File: src/inc/llt_pkg.sv
// constants for the level limit timer: register map, fields, modes
// assumes a 32-bit apb bus with word-aligned registers
package llt_pkg;
    // ------------------------------------------------------------
    // register offsets (byte addresses)
    // ------------------------------------------------------------
    localparam logic [7:0] OFS_CONTROL = 8'h00; // run, prescale, postscale
    localparam logic [7:0] OFS_MODE = 8'h04; // limit mode field
    localparam logic [7:0] OFS_PERIOD = 8'h08; // period_value
    localparam logic [7:0] OFS_COMPARE = 8'h0C; // pulse_width_compare
    localparam logic [7:0] OFS_COUNT = 8'h10; // live count, read only
    localparam logic [7:0] OFS_STATUS = 8'h14; // live status, read only
    // ------------------------------------------------------------
    // control field positions
    // ------------------------------------------------------------
    localparam int RUN_BIT = 7; // timer run bit
    localparam int PS_HI = 6; // prescale_select top bit
    localparam int PS_LO = 4; // prescale_select low bit
    localparam int POST_HI = 3; // postscale_select top bit
    localparam int POST_LO = 0; // postscale_select low bit
    // ------------------------------------------------------------
    // reset values
    // ------------------------------------------------------------
    localparam logic [7:0] RST_CONTROL = 8'h00;
    localparam logic [4:0] RST_MODE = 5'h00;
    localparam logic [7:0] RST_PERIOD = 8'hFF;
    localparam logic [7:0] RST_COMPARE = 8'h00;
    // ------------------------------------------------------------
    // mode encodings
    // ------------------------------------------------------------
    localparam logic [4:0] MODE_FREE_LOW = 5'b00110; // reset on low level
    localparam logic [4:0] MODE_FREE_HIGH = 5'b00111; // reset on high level
    localparam logic [4:0] MODE_ONE_LOW = 5'b10110; // one-shot, low level
    localparam logic [4:0] MODE_ONE_HIGH = 5'b10111; // one-shot, high level
    // ------------------------------------------------------------
    // timing: reset level is seen after this many timer clocks
    // ------------------------------------------------------------
    localparam int ERS_DELAY = 2;
endpackage : llt_pkg

File: src/rtl/level_limit_timer.sv
// level limit timer: 8-bit period timer with level hardware limit modes
// assumes apb master on pclk and an external reset level synchronous to pclk
//
// Operation
// - free low mode: hold counter while input low
// - free high mode: hold counter while input high
// - run bit clear: external input ignored
// - pwm rises on start, falls on compare
// - clear on period match or two-clock reset
// - resume after match or two clocks post-release
// - reset during high pwm keeps it high
// - one-shot modes hold counter at reset level
// - one-shot starts when run and input inactive
// - one-shot period match clears count and run
// - after run cleared, stay reset until restart
// - one-shot pwm rises on whichever event starts
`timescale 1ns/1ns
module level_limit_timer (
    // clock and reset
    input wire logic pclk,
    input wire logic presetn,
    // apb slave
    input wire logic psel,
    input wire logic penable,
    input wire logic pwrite,
    input wire logic [7:0] paddr,
    input wire logic [31:0] pwdata,
    output logic [31:0] prdata,
    output logic pready,
    output logic pslverr,
    // link to outside
    input wire logic external_reset_input,
    output logic pwm_out,
    output logic period_event
);
    import llt_pkg::*;

    // ------------------------------------------------------------
    // registers
    // ------------------------------------------------------------
    logic run_q; // timer run bit
    logic [2:0] prescale_select_q; // clock divider code
    logic [3:0] postscale_select_q; // period events per output pulse, less one
    logic [4:0] mode_q; // limit mode
    logic [7:0] period_value_q; // period_value
    logic [7:0] pulse_width_compare_q; // pulse_width_compare
    logic [7:0] count_q; // timer count
    logic [6:0] pre_q; // prescaler counter
    logic [3:0] post_q; // postscaler counter
    logic [ERS_DELAY-1:0] ers_q; // reset level seen on timer clocks
    logic idle_q; // counter not yet started
    logic pwm_q; // pwm drive
    logic event_q; // postscaled period pulse
    logic [31:0] prdata_q; // read data

    // ------------------------------------------------------------
    // decode
    // ------------------------------------------------------------
    logic wr_en; // write takes effect this edge
    logic setup_rd; // read setup cycle
    logic mapped; // address hits a register
    logic [6:0] pre_mask; // prescale terminal mask
    logic tick; // one timer clock
    logic level_mode; // a level limit mode is selected
    logic one_shot; // one-shot variant
    logic ers_active; // input at selected reset level
    logic hold; // counter held by external level
    logic stall; // held, or idle and waiting for the level to go inactive
    logic match; // count equals period_value
    logic sw_run_set; // software writes the run bit to one

    assign wr_en = psel & penable & pwrite;
    assign setup_rd = psel & ~penable & ~pwrite;
    assign pready = psel & penable;
    assign pslverr = psel & penable & ~mapped;

    // address match, unmapped answers with pslverr
    always_comb begin
        if (paddr == OFS_CONTROL) begin
            mapped = 1'b1;
        end else if (paddr == OFS_MODE) begin
            mapped = 1'b1;
        end else if (paddr == OFS_PERIOD) begin
            mapped = 1'b1;
        end else if (paddr == OFS_COMPARE) begin
            mapped = 1'b1;
        end else if (paddr == OFS_COUNT) begin
            mapped = 1'b1;
        end else if (paddr == OFS_STATUS) begin
            mapped = 1'b1;
        end else begin
            mapped = 1'b0;
        end
    end

    // mode decode: the four level encodings are matched in full, bit 0 the level
    assign level_mode = (mode_q == MODE_FREE_LOW) | (mode_q == MODE_FREE_HIGH)
                      | (mode_q == MODE_ONE_LOW) | (mode_q == MODE_ONE_HIGH);
    assign one_shot = level_mode & mode_q[4];
    // mode bit 0 picks whether the low or the high level counts as reset
    assign ers_active = level_mode & (mode_q[0] ? external_reset_input
                                                : ~external_reset_input);
    // held once the level has stood for two timer clocks
    assign hold = &ers_q;
    // an idle counter never starts while the input sits at the reset level
    assign stall = hold | (idle_q & ers_active);
    assign match = (count_q == period_value_q);
    assign sw_run_set = wr_en & (paddr == OFS_CONTROL) & pwdata[RUN_BIT];

    // ------------------------------------------------------------
    // prescaler
    // ------------------------------------------------------------
    assign pre_mask = 7'((8'h01 << prescale_select_q) - 8'h01);
    assign tick = run_q & ((pre_q & pre_mask) == pre_mask);

    // free running divider, cleared while stopped
    always_ff @(posedge pclk or negedge presetn) begin
        if (!presetn) begin
            pre_q <= '0;
        end else if (!run_q) begin
            pre_q <= '0;
        end else begin
            pre_q <= pre_q + 7'h01;
        end
    end

    // ------------------------------------------------------------
    // control register: run bit is set by software, cleared by hardware
    // ------------------------------------------------------------
    always_ff @(posedge pclk or negedge presetn) begin
        if (!presetn) begin
            run_q <= RST_CONTROL[RUN_BIT];
            prescale_select_q <= RST_CONTROL[PS_HI:PS_LO];
            postscale_select_q <= RST_CONTROL[POST_HI:POST_LO];
        end else begin
            if (wr_en && paddr == OFS_CONTROL) begin
                run_q <= pwdata[RUN_BIT];
                prescale_select_q <= pwdata[PS_HI:PS_LO];
                postscale_select_q <= pwdata[POST_HI:POST_LO];
            end else if (tick && one_shot && !hold && match && !idle_q) begin
                run_q <= 1'b0;
            end
        end
    end

    // remaining writable registers
    always_ff @(posedge pclk or negedge presetn) begin
        if (!presetn) begin
            mode_q <= RST_MODE;
            period_value_q <= RST_PERIOD;
            pulse_width_compare_q <= RST_COMPARE;
        end else if (wr_en) begin
            if (paddr == OFS_MODE) begin
                mode_q <= pwdata[4:0];
            end else if (paddr == OFS_PERIOD) begin
                period_value_q <= pwdata[7:0];
            end else if (paddr == OFS_COMPARE) begin
                pulse_width_compare_q <= pwdata[7:0];
            end
        end
    end

    // read data captured in the setup cycle
    always_ff @(posedge pclk or negedge presetn) begin
        if (!presetn) begin
            prdata_q <= '0;
        end else if (setup_rd) begin
            if (paddr == OFS_CONTROL) begin
                prdata_q <= {24'h00_0000, run_q, prescale_select_q, postscale_select_q};
            end else if (paddr == OFS_MODE) begin
                prdata_q <= {27'h000_0000, mode_q};
            end else if (paddr == OFS_PERIOD) begin
                prdata_q <= {24'h00_0000, period_value_q};
            end else if (paddr == OFS_COMPARE) begin
                prdata_q <= {24'h00_0000, pulse_width_compare_q};
            end else if (paddr == OFS_COUNT) begin
                prdata_q <= {24'h00_0000, count_q};
            end else if (paddr == OFS_STATUS) begin
                prdata_q <= {28'h000_0000, hold, idle_q, pwm_q, run_q};
            end else begin
                prdata_q <= '0;
            end
        end
    end
    assign prdata = prdata_q;

    // ------------------------------------------------------------
    // external reset level pipeline, on timer clocks
    // ------------------------------------------------------------
    always_ff @(posedge pclk or negedge presetn) begin
        if (!presetn) begin
            ers_q <= '0;
        end else if (!run_q) begin
            ers_q <= '0;
        end else if (tick) begin
            ers_q <= {ers_q[ERS_DELAY-2:0], ers_active};
        end
    end

    // ------------------------------------------------------------
    // counter
    // ------------------------------------------------------------
    always_ff @(posedge pclk or negedge presetn) begin
        if (!presetn) begin
            count_q <= '0;
        end else if (!run_q) begin
            count_q <= '0;
        end else if (tick) begin
            if (stall) begin
                count_q <= '0;
            end else if (match) begin
                count_q <= '0;
            end else begin
                count_q <= count_q + 8'h01;
            end
        end
    end

    // start flag: set while stopped or held, cleared on the first count
    always_ff @(posedge pclk or negedge presetn) begin
        if (!presetn) begin
            idle_q <= 1'b1;
        end else if (!run_q) begin
            idle_q <= 1'b1;
        end else if (tick) begin
            idle_q <= stall;
        end
    end

    // ------------------------------------------------------------
    // pwm drive
    // ------------------------------------------------------------
    always_ff @(posedge pclk or negedge presetn) begin
        if (!presetn) begin
            pwm_q <= 1'b0;
        end else if (!run_q) begin
            pwm_q <= 1'b0;
        end else if (tick && !stall) begin
            // a one-shot match ends the run, so the pulse is not restarted there
            if (idle_q || (match && !one_shot)) begin
                pwm_q <= 1'b1;
            end else if (count_q == pulse_width_compare_q) begin
                pwm_q <= 1'b0;
            end
        end
    end
    assign pwm_out = pwm_q;

    // ------------------------------------------------------------
    // postscaler on period matches
    // ------------------------------------------------------------
    always_ff @(posedge pclk or negedge presetn) begin
        if (!presetn) begin
            post_q <= '0;
            event_q <= 1'b0;
        end else if (!run_q) begin
            post_q <= '0;
            event_q <= 1'b0;
        end else begin
            event_q <= 1'b0;
            if (tick && !hold && match && !idle_q) begin
                if (post_q == postscale_select_q) begin
                    post_q <= '0;
                    event_q <= 1'b1;
                end else begin
                    post_q <= post_q + 4'h1;
                end
            end
        end
    end
    assign period_event = event_q;
endmodule : level_limit_timer

File: config.mk
export PLATFORM = sky130hd
export DESIGN_NAME = level_limit_timer
export DESIGN_NICKNAME = d
export VERILOG_FILES = /design/src/inc/llt_pkg.sv /design/src/rtl/level_limit_timer.sv
export SDC_FILE = /design/constraint.sdc
export NUM_CORES = 1
export LEC_CHECK = 0
export ABC_CLOCK_PERIOD_IN_PS = 3900
export BUFFER_PORTS_ARGS = -buffer_cell sky130_fd_sc_hd__buf_2
export CAP_MARGIN = 20
export CORE_UTILIZATION = 40
export DETAILED_ROUTE_END_ITERATION = 8
export GPL_TIMING_DRIVEN = 0
export PLACE_DENSITY = 0.59
export REMOVE_ABC_BUFFERS = 1
export SLEW_MARGIN = 20
export SYNTH_ARGS = -nofsm -noshare
export SYNTH_HDL_FRONTEND = slang
export SYNTH_SLANG_ARGS = --single-unit
File: constraint.sdc
create_clock -name pclk -period 3.9 [get_ports pclk]
set_input_delay 0.195 -clock pclk [delete_from_list [all_inputs] [get_ports pclk]]
set_output_delay 0.195 -clock pclk [all_outputs]
set_load 0.02 [all_outputs]
==> parameters.txt, run 1 <==
Parameter                              Value

Worst setup path
  Critical path type ... register to register
  Worst Setup Start Kind ... register
  CP peak stage delay ... 800 ps
  Reg2Reg Launch Point ... run_q
  Critical path launch point ... run_q
  Register-to-register setup slack ... 1800 ps
  Crit end category ... register
  Cell-by-cell trace of the critical path ... o311ai_1 -> a21oi_2 -> a21boi_4 -> mux2_2
  Maximum fanout along the worst path ... 18
  Slowest CP cell ... sky130_fd_sc_hd__dfrtp_1
  Required time worst endpoint ... approximately 4200 ps
  CP arrival ... 2390 ps

Synth
  Dominant synthesized flop cell ... sky130_fd_sc_hd__dfrtp_1
  Yosys reg bits ... 61
  Average footprint of a synthesized cell ... ~10 µm²
  Post-synthesis instance total ... 348
  Library cells used by synthesis ... 57
  Top post-synthesis cells by area ... sky130_fd_sc_hd__dfrtp_1 37%, sky130_fd_sc_hd__mux2_2 10%, sky130_fd_sc_hd__dfstp_2 6.6%
  Async set or reset register ratio after synthesis ... 100.0%
  Sequential fraction of the synthesis area ... about 43%
  Fraction of post-synthesis cell area in the top cell type by area ... 36.54%
  Library cell with the largest summed area after synthesis ... sky130_fd_sc_hd__dfrtp_1
  Count of flip-flops with a built-in enable after synthesis ... 0
  Warnings from Yosys ... 0
  Area of the mapped netlist ... 3561 µm²

Finish
  Reg area ... 1538 µm²
  Number of inserted filler cells in the final layout ... between 800 and 900
  Share of cells above drive strength 1 ... roughly 27%
  Total area of multi-input combinational cells ... around 1800 µm²
  # nets final ... 423
  Final instance area ... 3911 µm²
  # diodes ... 0
  Area growth from synthesis to layout ... 9.838%

STA
  Final max-slew violation count ... 0
  Smallest setup slack after layout ... 1797 ps
  Final critical path time including I/O delays and setup ... 2103 ps
  Pin slew with the least headroom to its limit ... 959.7 ps
  Final setup violation count ... 0
  Final Hold Viols ... 0
  Final setup TNS ... 0 ps
  Final critical-path share of the clock period ... 53.93%
  Final worst clock skew ... a little over 8 ps
  Maximum operating frequency ... around 480 MHz
  Final hold slack ... ~120 ps
  Setup repair after global routing missed its margin ... false
  Slew margin rel. ... a little over a third

CTS
  Number of hold-repair buffers added at the cts stage ... 1
  Clock root buffer ... sky130_fd_sc_hd__clkbuf_8
  Post CTS Setup Buffer Count ... 0
  Cts repair resizes ... 0
  Maximum root-to-sink buffer count ... 2
  H-tree lvl count ... 3
  Clock transition at path regs ... roughly 70 ps
  Clock buffers created by TritonCTS ... 9
  TritonCTS Sinks ... 61
  TritonCTS clock tree ... done
  Clock insertion delay at the later pin of the skew report ... 340 ps

Detailed routing
  Number of antenna-violating nets in the routed design ... 0
  Number of design-rule violations left by the first detailed-router iteration ... approximately 130
  Length of the first detailed-routing pass in iterations ... 4
  Average wire length per cell after detail routing ... 16.14 µm
  Post-DR vias/cell ... 5.337
  # DRC ... 0
  Wire length after detailed routing ... around 8 mm
  Detailed-route via count ... about 2.6k

Global routing
  Total global routing track utilization ... 19.06%
  Gr ovfl total ... 0
  Number of antenna violations at the first check in global routing ... 0
  First-pass GRT wire length ... approximately 13 mm
  Largest net degree at the start of global routing ... 62
  Via count of the first global-routing pass ... 2515

Placed design
  Port-buffer cells ... 33
  Post-placement setup slack ... 1705 ps
  Instance area at placement ... between 3000 and 4000 µm²
  DP Wirelength ... 5.829 mm
  Global placement routability congestion ... 0.7851

Floorplan
  Initial core utilization ... between 40 and 50%
  Core region area ... 8678 µm²
  Site row count ... 34
  Die outline area ... 9283 µm²
  Die boundary height ... approximately 96 µm
  Overall die width ... about 96 µm
  IO Count ... 82

Status
  Status ... finished, final reports clean

Run
  Number of violations of the max-capacitance limit ... 0

Power and ir drop
  Worst voltage drop across the vdd grid ... 0.0002770 V
  Final Power ... 1.888 mW
  P_leak ... ~1.8 nW
  Pwr dens ... slightly below 500 nW/µm²

Hold path
  Startpoint of the most critical hold path ... pwdata[5]
  Min-Delay Path Class ... primary input to register
-- placed cells by master, fill, tap and decap left out, drive strengths merged, types with 2 or more instances in the layout --
cell,count
nor3,3
o21ai,14
a21oi,10
a21o,2
mux2,32
or3,4
nor2b,4
o41ai,2
a22o,3
nand3,8
a221oi,3
ha,3
dfrtp,52
buf,33
a32o,3
a221o,5
and2,5
clkbuf,13
inv,9
nand4,7
dfstp,9
a21boi,2
xnor2,14
nor2,27
conb,24
nand2,31
a22oi,7
nor4,2
nand2b,3
and3,9
a31o,3
xor2,11
-- worst max-delay path: cells and delay by family, from the launching register on --
kind | cells | cell delay [ps]
compound gates | 3 | 1050
mux | 1 | 200
flops | 1 | 800
-- metal layers --
metal | vias up | routed length (µm) | global-route usage [%]
li1 | 1247 | - | -
met1 | 1276 | 3448 | 24.23
met2 | 66 | 3898 | 31.38
met3 | 10 | 376 | 4.186
met4 | 0 | 138 | 7.721
met5 | - | 0 | 0
-- path summary, 6_finish.rpt --
kind / endpoint / depth (start not counted)
setup / recovery: count_q[0] / 4
hold / removal: prescale_select_q[1] / 2
setup reg to reg: count_q[0] / 4
hold reg to reg: prdata[6] / 2
max in group asynchronous: mode_q[4] / 2
min in group asynchronous: pre_q[6] / 2
-- layout make-up --
cell class / instances / area share [%]
Sequential cell: 61 / 39.32
Inverter: 9 / 0.8637
Timing Repair Buffer: 34 / 4.543
Tap cell: 108 / 3.455
Clock inverter: 3 / 1.088
Clock buffer: 13 / 4.319
Multi-Input combinational cell: 259 / 46.42
-- cell usage after synthesis (2+ instances only) --
library cell               count
sky130_fd_sc_hd__buf_2        10
sky130_fd_sc_hd__nor2_1       26
sky130_fd_sc_hd__a221o_1       5
sky130_fd_sc_hd__clkbuf_1      7
sky130_fd_sc_hd__nand3_1       8
sky130_fd_sc_hd__xor2_1       11
sky130_fd_sc_hd__and3_1        9
sky130_fd_sc_hd__nor3_1        2
sky130_fd_sc_hd__dfrtp_1      52
sky130_fd_sc_hd__a21oi_2       2
sky130_fd_sc_hd__a21oi_1       8
sky130_fd_sc_hd__nor4_2        2
sky130_fd_sc_hd__a22oi_1       7
sky130_fd_sc_hd__mux2_2       32
sky130_fd_sc_hd__dfstp_2       9
sky130_fd_sc_hd__xnor2_1      14
sky130_fd_sc_hd__inv_1         9
sky130_fd_sc_hd__nand2b_1      3
sky130_fd_sc_hd__a21o_1        2
sky130_fd_sc_hd__or3_1         4
sky130_fd_sc_hd__nor2b_1       4
sky130_fd_sc_hd__and2_1        5
sky130_fd_sc_hd__o41ai_1       2
sky130_fd_sc_hd__ha_1          3
sky130_fd_sc_hd__a22o_1        3
sky130_fd_sc_hd__nand2_1      31
sky130_fd_sc_hd__a32o_1        3
sky130_fd_sc_hd__buf_4        24
sky130_fd_sc_hd__o21ai_0      13
sky130_fd_sc_hd__nand4_1       7
sky130_fd_sc_hd__a221oi_1      3
sky130_fd_sc_hd__a31o_2        3
-- report_power, final --
group | internal [mW] | total (mW) | switching, mW | leakage (nW)
Sequential | 0.707 | 0.802 | 0.0947 | 0.792
Clock | 0.347 | 0.599 | 0.252 | 0.106
Combinational | 0.207 | 0.487 | 0.280 | 0.933
-- logic make-up (layout without fill, tap and decap cells) --
logic type | after synthesis | count (layout) | synth area share (%)
flops | 61 | 61 | 43.18
buf+inv | 51 | 59 | 8.257
xor+xnor | 25 | 25 | 6.149
fa+ha+maj | 3 | 3 | 1.054
compound gates | 66 | 66 | 14.93
mux | 34 | 34 | 11.03
other cells | 1 | 24 | 0.1053
simple gates | 107 | 107 | 15.28
-- state kept, by name, indices dropped and copies added (netlist names) --
register / cells
mode_q: 5
period_value_q: 8
run_q: 1
period_event: 1
pwm_out: 1
pre_q: 7
count_q: 8
idle_q: 1
postscale_select_q: 4
pulse_width_compare_q: 8
prdata: 8
post_q: 4
ers_q: 2
prescale_select_q: 3
-- stage by stage --
stage / std cells / util [%]
2_1_floorplan: 329 / -
3_3_place_gp: 470 / 42.49
3_5_place_dp: 470 / 42.52
4_1_cts: 487 / 45.07
5_1_grt: 487 / 45.07
6_report: 487 / 45.07
Power figures use the tool's default switching activity.
==> run 2, diff against run 1 <==
--- a/config.mk
+++ b/config.mk
@@ -5,7 +5,7 @@
 export SDC_FILE = /design/constraint.sdc
 export NUM_CORES = 1
 export LEC_CHECK = 0
-export ABC_CLOCK_PERIOD_IN_PS = 3900
+export ABC_CLOCK_PERIOD_IN_PS = 2100
 export BUFFER_PORTS_ARGS = -buffer_cell sky130_fd_sc_hd__buf_2
 export CAP_MARGIN = 20
 export CORE_UTILIZATION = 40
==> constraint.sdc (replaced) <==
create_clock -name pclk -period 2.1 [get_ports pclk]
set_input_delay 0.105 -clock pclk [delete_from_list [all_inputs] [get_ports pclk]]
set_output_delay 0.105 -clock pclk [all_outputs]
set_load 0.02 [all_outputs]
==> run 2 against run 1 <==
  * Clock power is 85% higher
  * Clock skew is 1.8 ps lower
  * Count of clock-buffer cells in the layout stayed put
  * Critical path depth is 1 higher
  * First-iteration DRC count is 19% higher
  * Sequential cell count stayed put
  * Total power is 87% higher
  * Die area stayed put
  * Sequential share of layout area is 0.16 points lower
  * Cell count stayed put
==> parameters.txt, run 2 (synthesis gave the netlist of run 1 again) <==
Parameter                              Value

Status
  Status ... finished, final reports clean (unchanged)

CTS
  Clock insertion delay at the later pin of the skew report ... 340 ps (about the same)
  TritonCTS clock tree ... done (unchanged)
  H-tree lvl count ... 3 (unchanged)
  Maximum root-to-sink buffer count ... 2 (unchanged)
  Clock buffers created by TritonCTS ... 9 (unchanged)
  Post CTS Setup Buffer Count ... 0 (unchanged)
  Clock root buffer ... sky130_fd_sc_hd__clkbuf_8 (unchanged)
  Clock transition at path regs ... 70 ps (about the same)
  TritonCTS Sinks ... 61 (unchanged)

Floorplan
  Die outline area ... 9283 µm² (unchanged)
  Initial core utilization ... 41.03% (unchanged)
  Overall die width ... 96.35 µm (unchanged)
  Site row count ... 34 (unchanged)
  Die boundary height ... 96.35 µm (unchanged)
  Core region area ... 8678 µm² (unchanged)
  IO Count ... 82 (unchanged)

Hold path
  Startpoint of the most critical hold path ... pwdata[5] (unchanged)
  Hold path depth ... 2 (unchanged)
  Min-Delay Path Class ... primary input to register (unchanged)
  End point of the most critical hold path ... prescale_select_q[1] (unchanged)

STA
  Final setup violation count ... 0 (unchanged)
  Maximum operating frequency ... 507.8 MHz (was 475.4 MHz)
  Setup repair after global routing missed its margin ... false (unchanged)
  Final critical-path share of the clock period ... 93.78% (was 53.93%)
  Final max-slew violation count ... 0 (unchanged)
  Final hold slack ... 24.25 ps (was 115.4 ps)
  Final setup TNS ... 0 ps (unchanged)
  Smallest setup slack after layout ... 130.6 ps (was 1797 ps)
  Pin slew with the least headroom to its limit ... 976.7 ps (was 959.7 ps)
  Final Hold Viols ... 0 (unchanged)
  Slew margin rel. ... 34.75% (was 35.89%)
  Final critical path time including I/O delays and setup ... 1969 ps (was 2103 ps)
  Final worst clock skew ... 6.396 ps (was 8.175 ps)

Placed design
  Global placement routability congestion ... 0.7851 (unchanged)
  DP Wirelength ... 5.829 mm (unchanged)
  Port-buffer cells ... 33 (unchanged)
  Post-placement setup slack ... -5.086 ps (was 1705 ps)
  Instance area at placement ... 3690 µm² (unchanged)

Global routing
  Gr ovfl total ... 0 (unchanged)
  First-pass GRT wire length ... 12.95 mm (unchanged)
  Total global routing track utilization ... 19.06% (unchanged)
  Number of antenna violations at the first check in global routing ... 0 (unchanged)
  Largest net degree at the start of global routing ... 62 (unchanged)
  Via count of the first global-routing pass ... 2515 (unchanged)

Worst setup path
  Crit end category ... register (unchanged)
  CP arrival ... 2240 ps (was 2390 ps)
  Maximum fanout along the worst path ... 8 (was 18)
  Worst reg-to-reg path cell count ... 5 (was 4)
  Worst Setup Start Kind ... register (unchanged)
  Register-to-register setup slack ... 130 ps (was 1800 ps)
  Worst reg2reg endpoint ... post_q[1] (was count_q[0])
  Required time worst endpoint ... 2370 ps (was 4190 ps)
  Reg2Reg Launch Point ... count_q[5] (was run_q)
  Critical path type ... register to register (unchanged)

Detailed routing
  Detailed-route via count ... 2577 (was 2599)
  Number of design-rule violations left by the first detailed-router iteration ... 156 (was 131)
  Average wire length per cell after detail routing ... 16.09 µm (was 16.14 µm)
  Number of antenna-violating nets in the routed design ... 0 (unchanged)
  Post-DR vias/cell ... 5.292 (was 5.337)
  # DRC ... 0 (unchanged)
  Wire length after detailed routing ... 7.838 mm (was 7.861 mm)
  Length of the first detailed-routing pass in iterations ... 4 (unchanged)

Finish
  Reg area ... 1539 µm² (was 1538 µm²)
  # diodes ... 0 (unchanged)
  # nets final ... 423 (unchanged)
  Final instance area ... 3930 µm² (was 3911 µm²)
  Total area of multi-input combinational cells ... 1833 µm² (was 1815 µm²)
  Number of inserted filler cells in the final layout ... 866 (was 870)
  Area growth from synthesis to layout ... 10.37% (was 9.838%)
  Share of cells above drive strength 1 ... 27.44% (was 27.18%)
  Top library cells by usage in the layout, fill and taps aside ... 51 x sky130_fd_sc_hd__dfrtp_1, 32 x sky130_fd_sc_hd__mux2_2, 32 x sky130_fd_sc_hd__buf_2, 31 x sky130_fd_sc_hd__nand2_1, 26 x sky130_fd_sc_hd__nor2_1 (was 52 x sky130_fd_sc_hd__dfrtp_1, 32 x sky130_fd_sc_hd__mux2_2, 32 x sky130_fd_sc_hd__buf_2, 31 x sky130_fd_sc_hd__nand2_1, 26 x sky130_fd_sc_hd__nor2_1)
  Most common cell after layout, fill and taps aside ... sky130_fd_sc_hd__dfrtp_1 (unchanged)

Power and ir drop
  Worst voltage drop across the vdd grid ... 0.0005158 V (was 0.0002770 V)
  P_leak ... 1.838 nW (was 1.830 nW)
  Final Power ... 3.528 mW (was 1.888 mW)
  Pwr dens ... 897.7 nW/µm² (was 482.7 nW/µm²)

Run
  Number of violations of the max-capacitance limit ... 0 (unchanged)
-- run 2: power by group --
part / total, mW / internal, mW / switching (mW)
sequential: 1.49 / 1.31 / 0.173
clock: 1.11 / 0.644 / 0.469
combinational: 0.930 / 0.400 / 0.530
-- run 2: layer usage --
metal | GRT usage, % | wire (µm)
met1 | 24.23 | 3525
met2 | 31.38 | 3880
met3 | 4.186 | 299
met4 | 7.721 | 133
met5 | 0 | 0
-- run 2: final cells by class --
cell class	instances	area share [%]
multi-input combinational	259	46.64
sequential	61	39.16
timing repair buffer	34	4.521
clock buffer	13	4.298
tap	108	3.438
clock inverter	3	1.082
inverter	9	0.8596
-- run 2: worst max-delay path by stage --
stage,start,to,depth (start not counted)
after floorplan,prescale_select_q[2],pwm_out,5
after global placement,paddr[3],pulse_width_compare_q[0],4
after detailed placement,paddr[3],pulse_width_compare_q[1],4
after CTS,run_q,count_q[0],4
after global routing,count_q[5],post_q[1],5
final,count_q[5],post_q[1],5
-- run 2: worst max-delay path, cell delays in order, from the launching register on --
cell	delay, ps
sky130_fd_sc_hd__dfrtp_1	490
sky130_fd_sc_hd__xor2_1	240
sky130_fd_sc_hd__nor4_4	410
sky130_fd_sc_hd__and3_1	370
sky130_fd_sc_hd__and2_1	200
sky130_fd_sc_hd__mux2i_1	180
-- run 2: repair_timing --
| action | in CTS | in global routing |
|---|---|---|
| setup endpoints to repair | 0 | 13 |
| gates resized for setup | 0 | 3 |
| hold buffers | 1 | 0 |
| endpoints found under the hold margin | 52 | 0 |
-- run 2: stage by stage --
stage / util (%) / instances
after floorplan: - / 329
after global placement: 42.49 / 470
after detailed placement: 42.52 / 470
after CTS: 45.07 / 487
after global routing: 45.29 / 487
final: 45.29 / 487
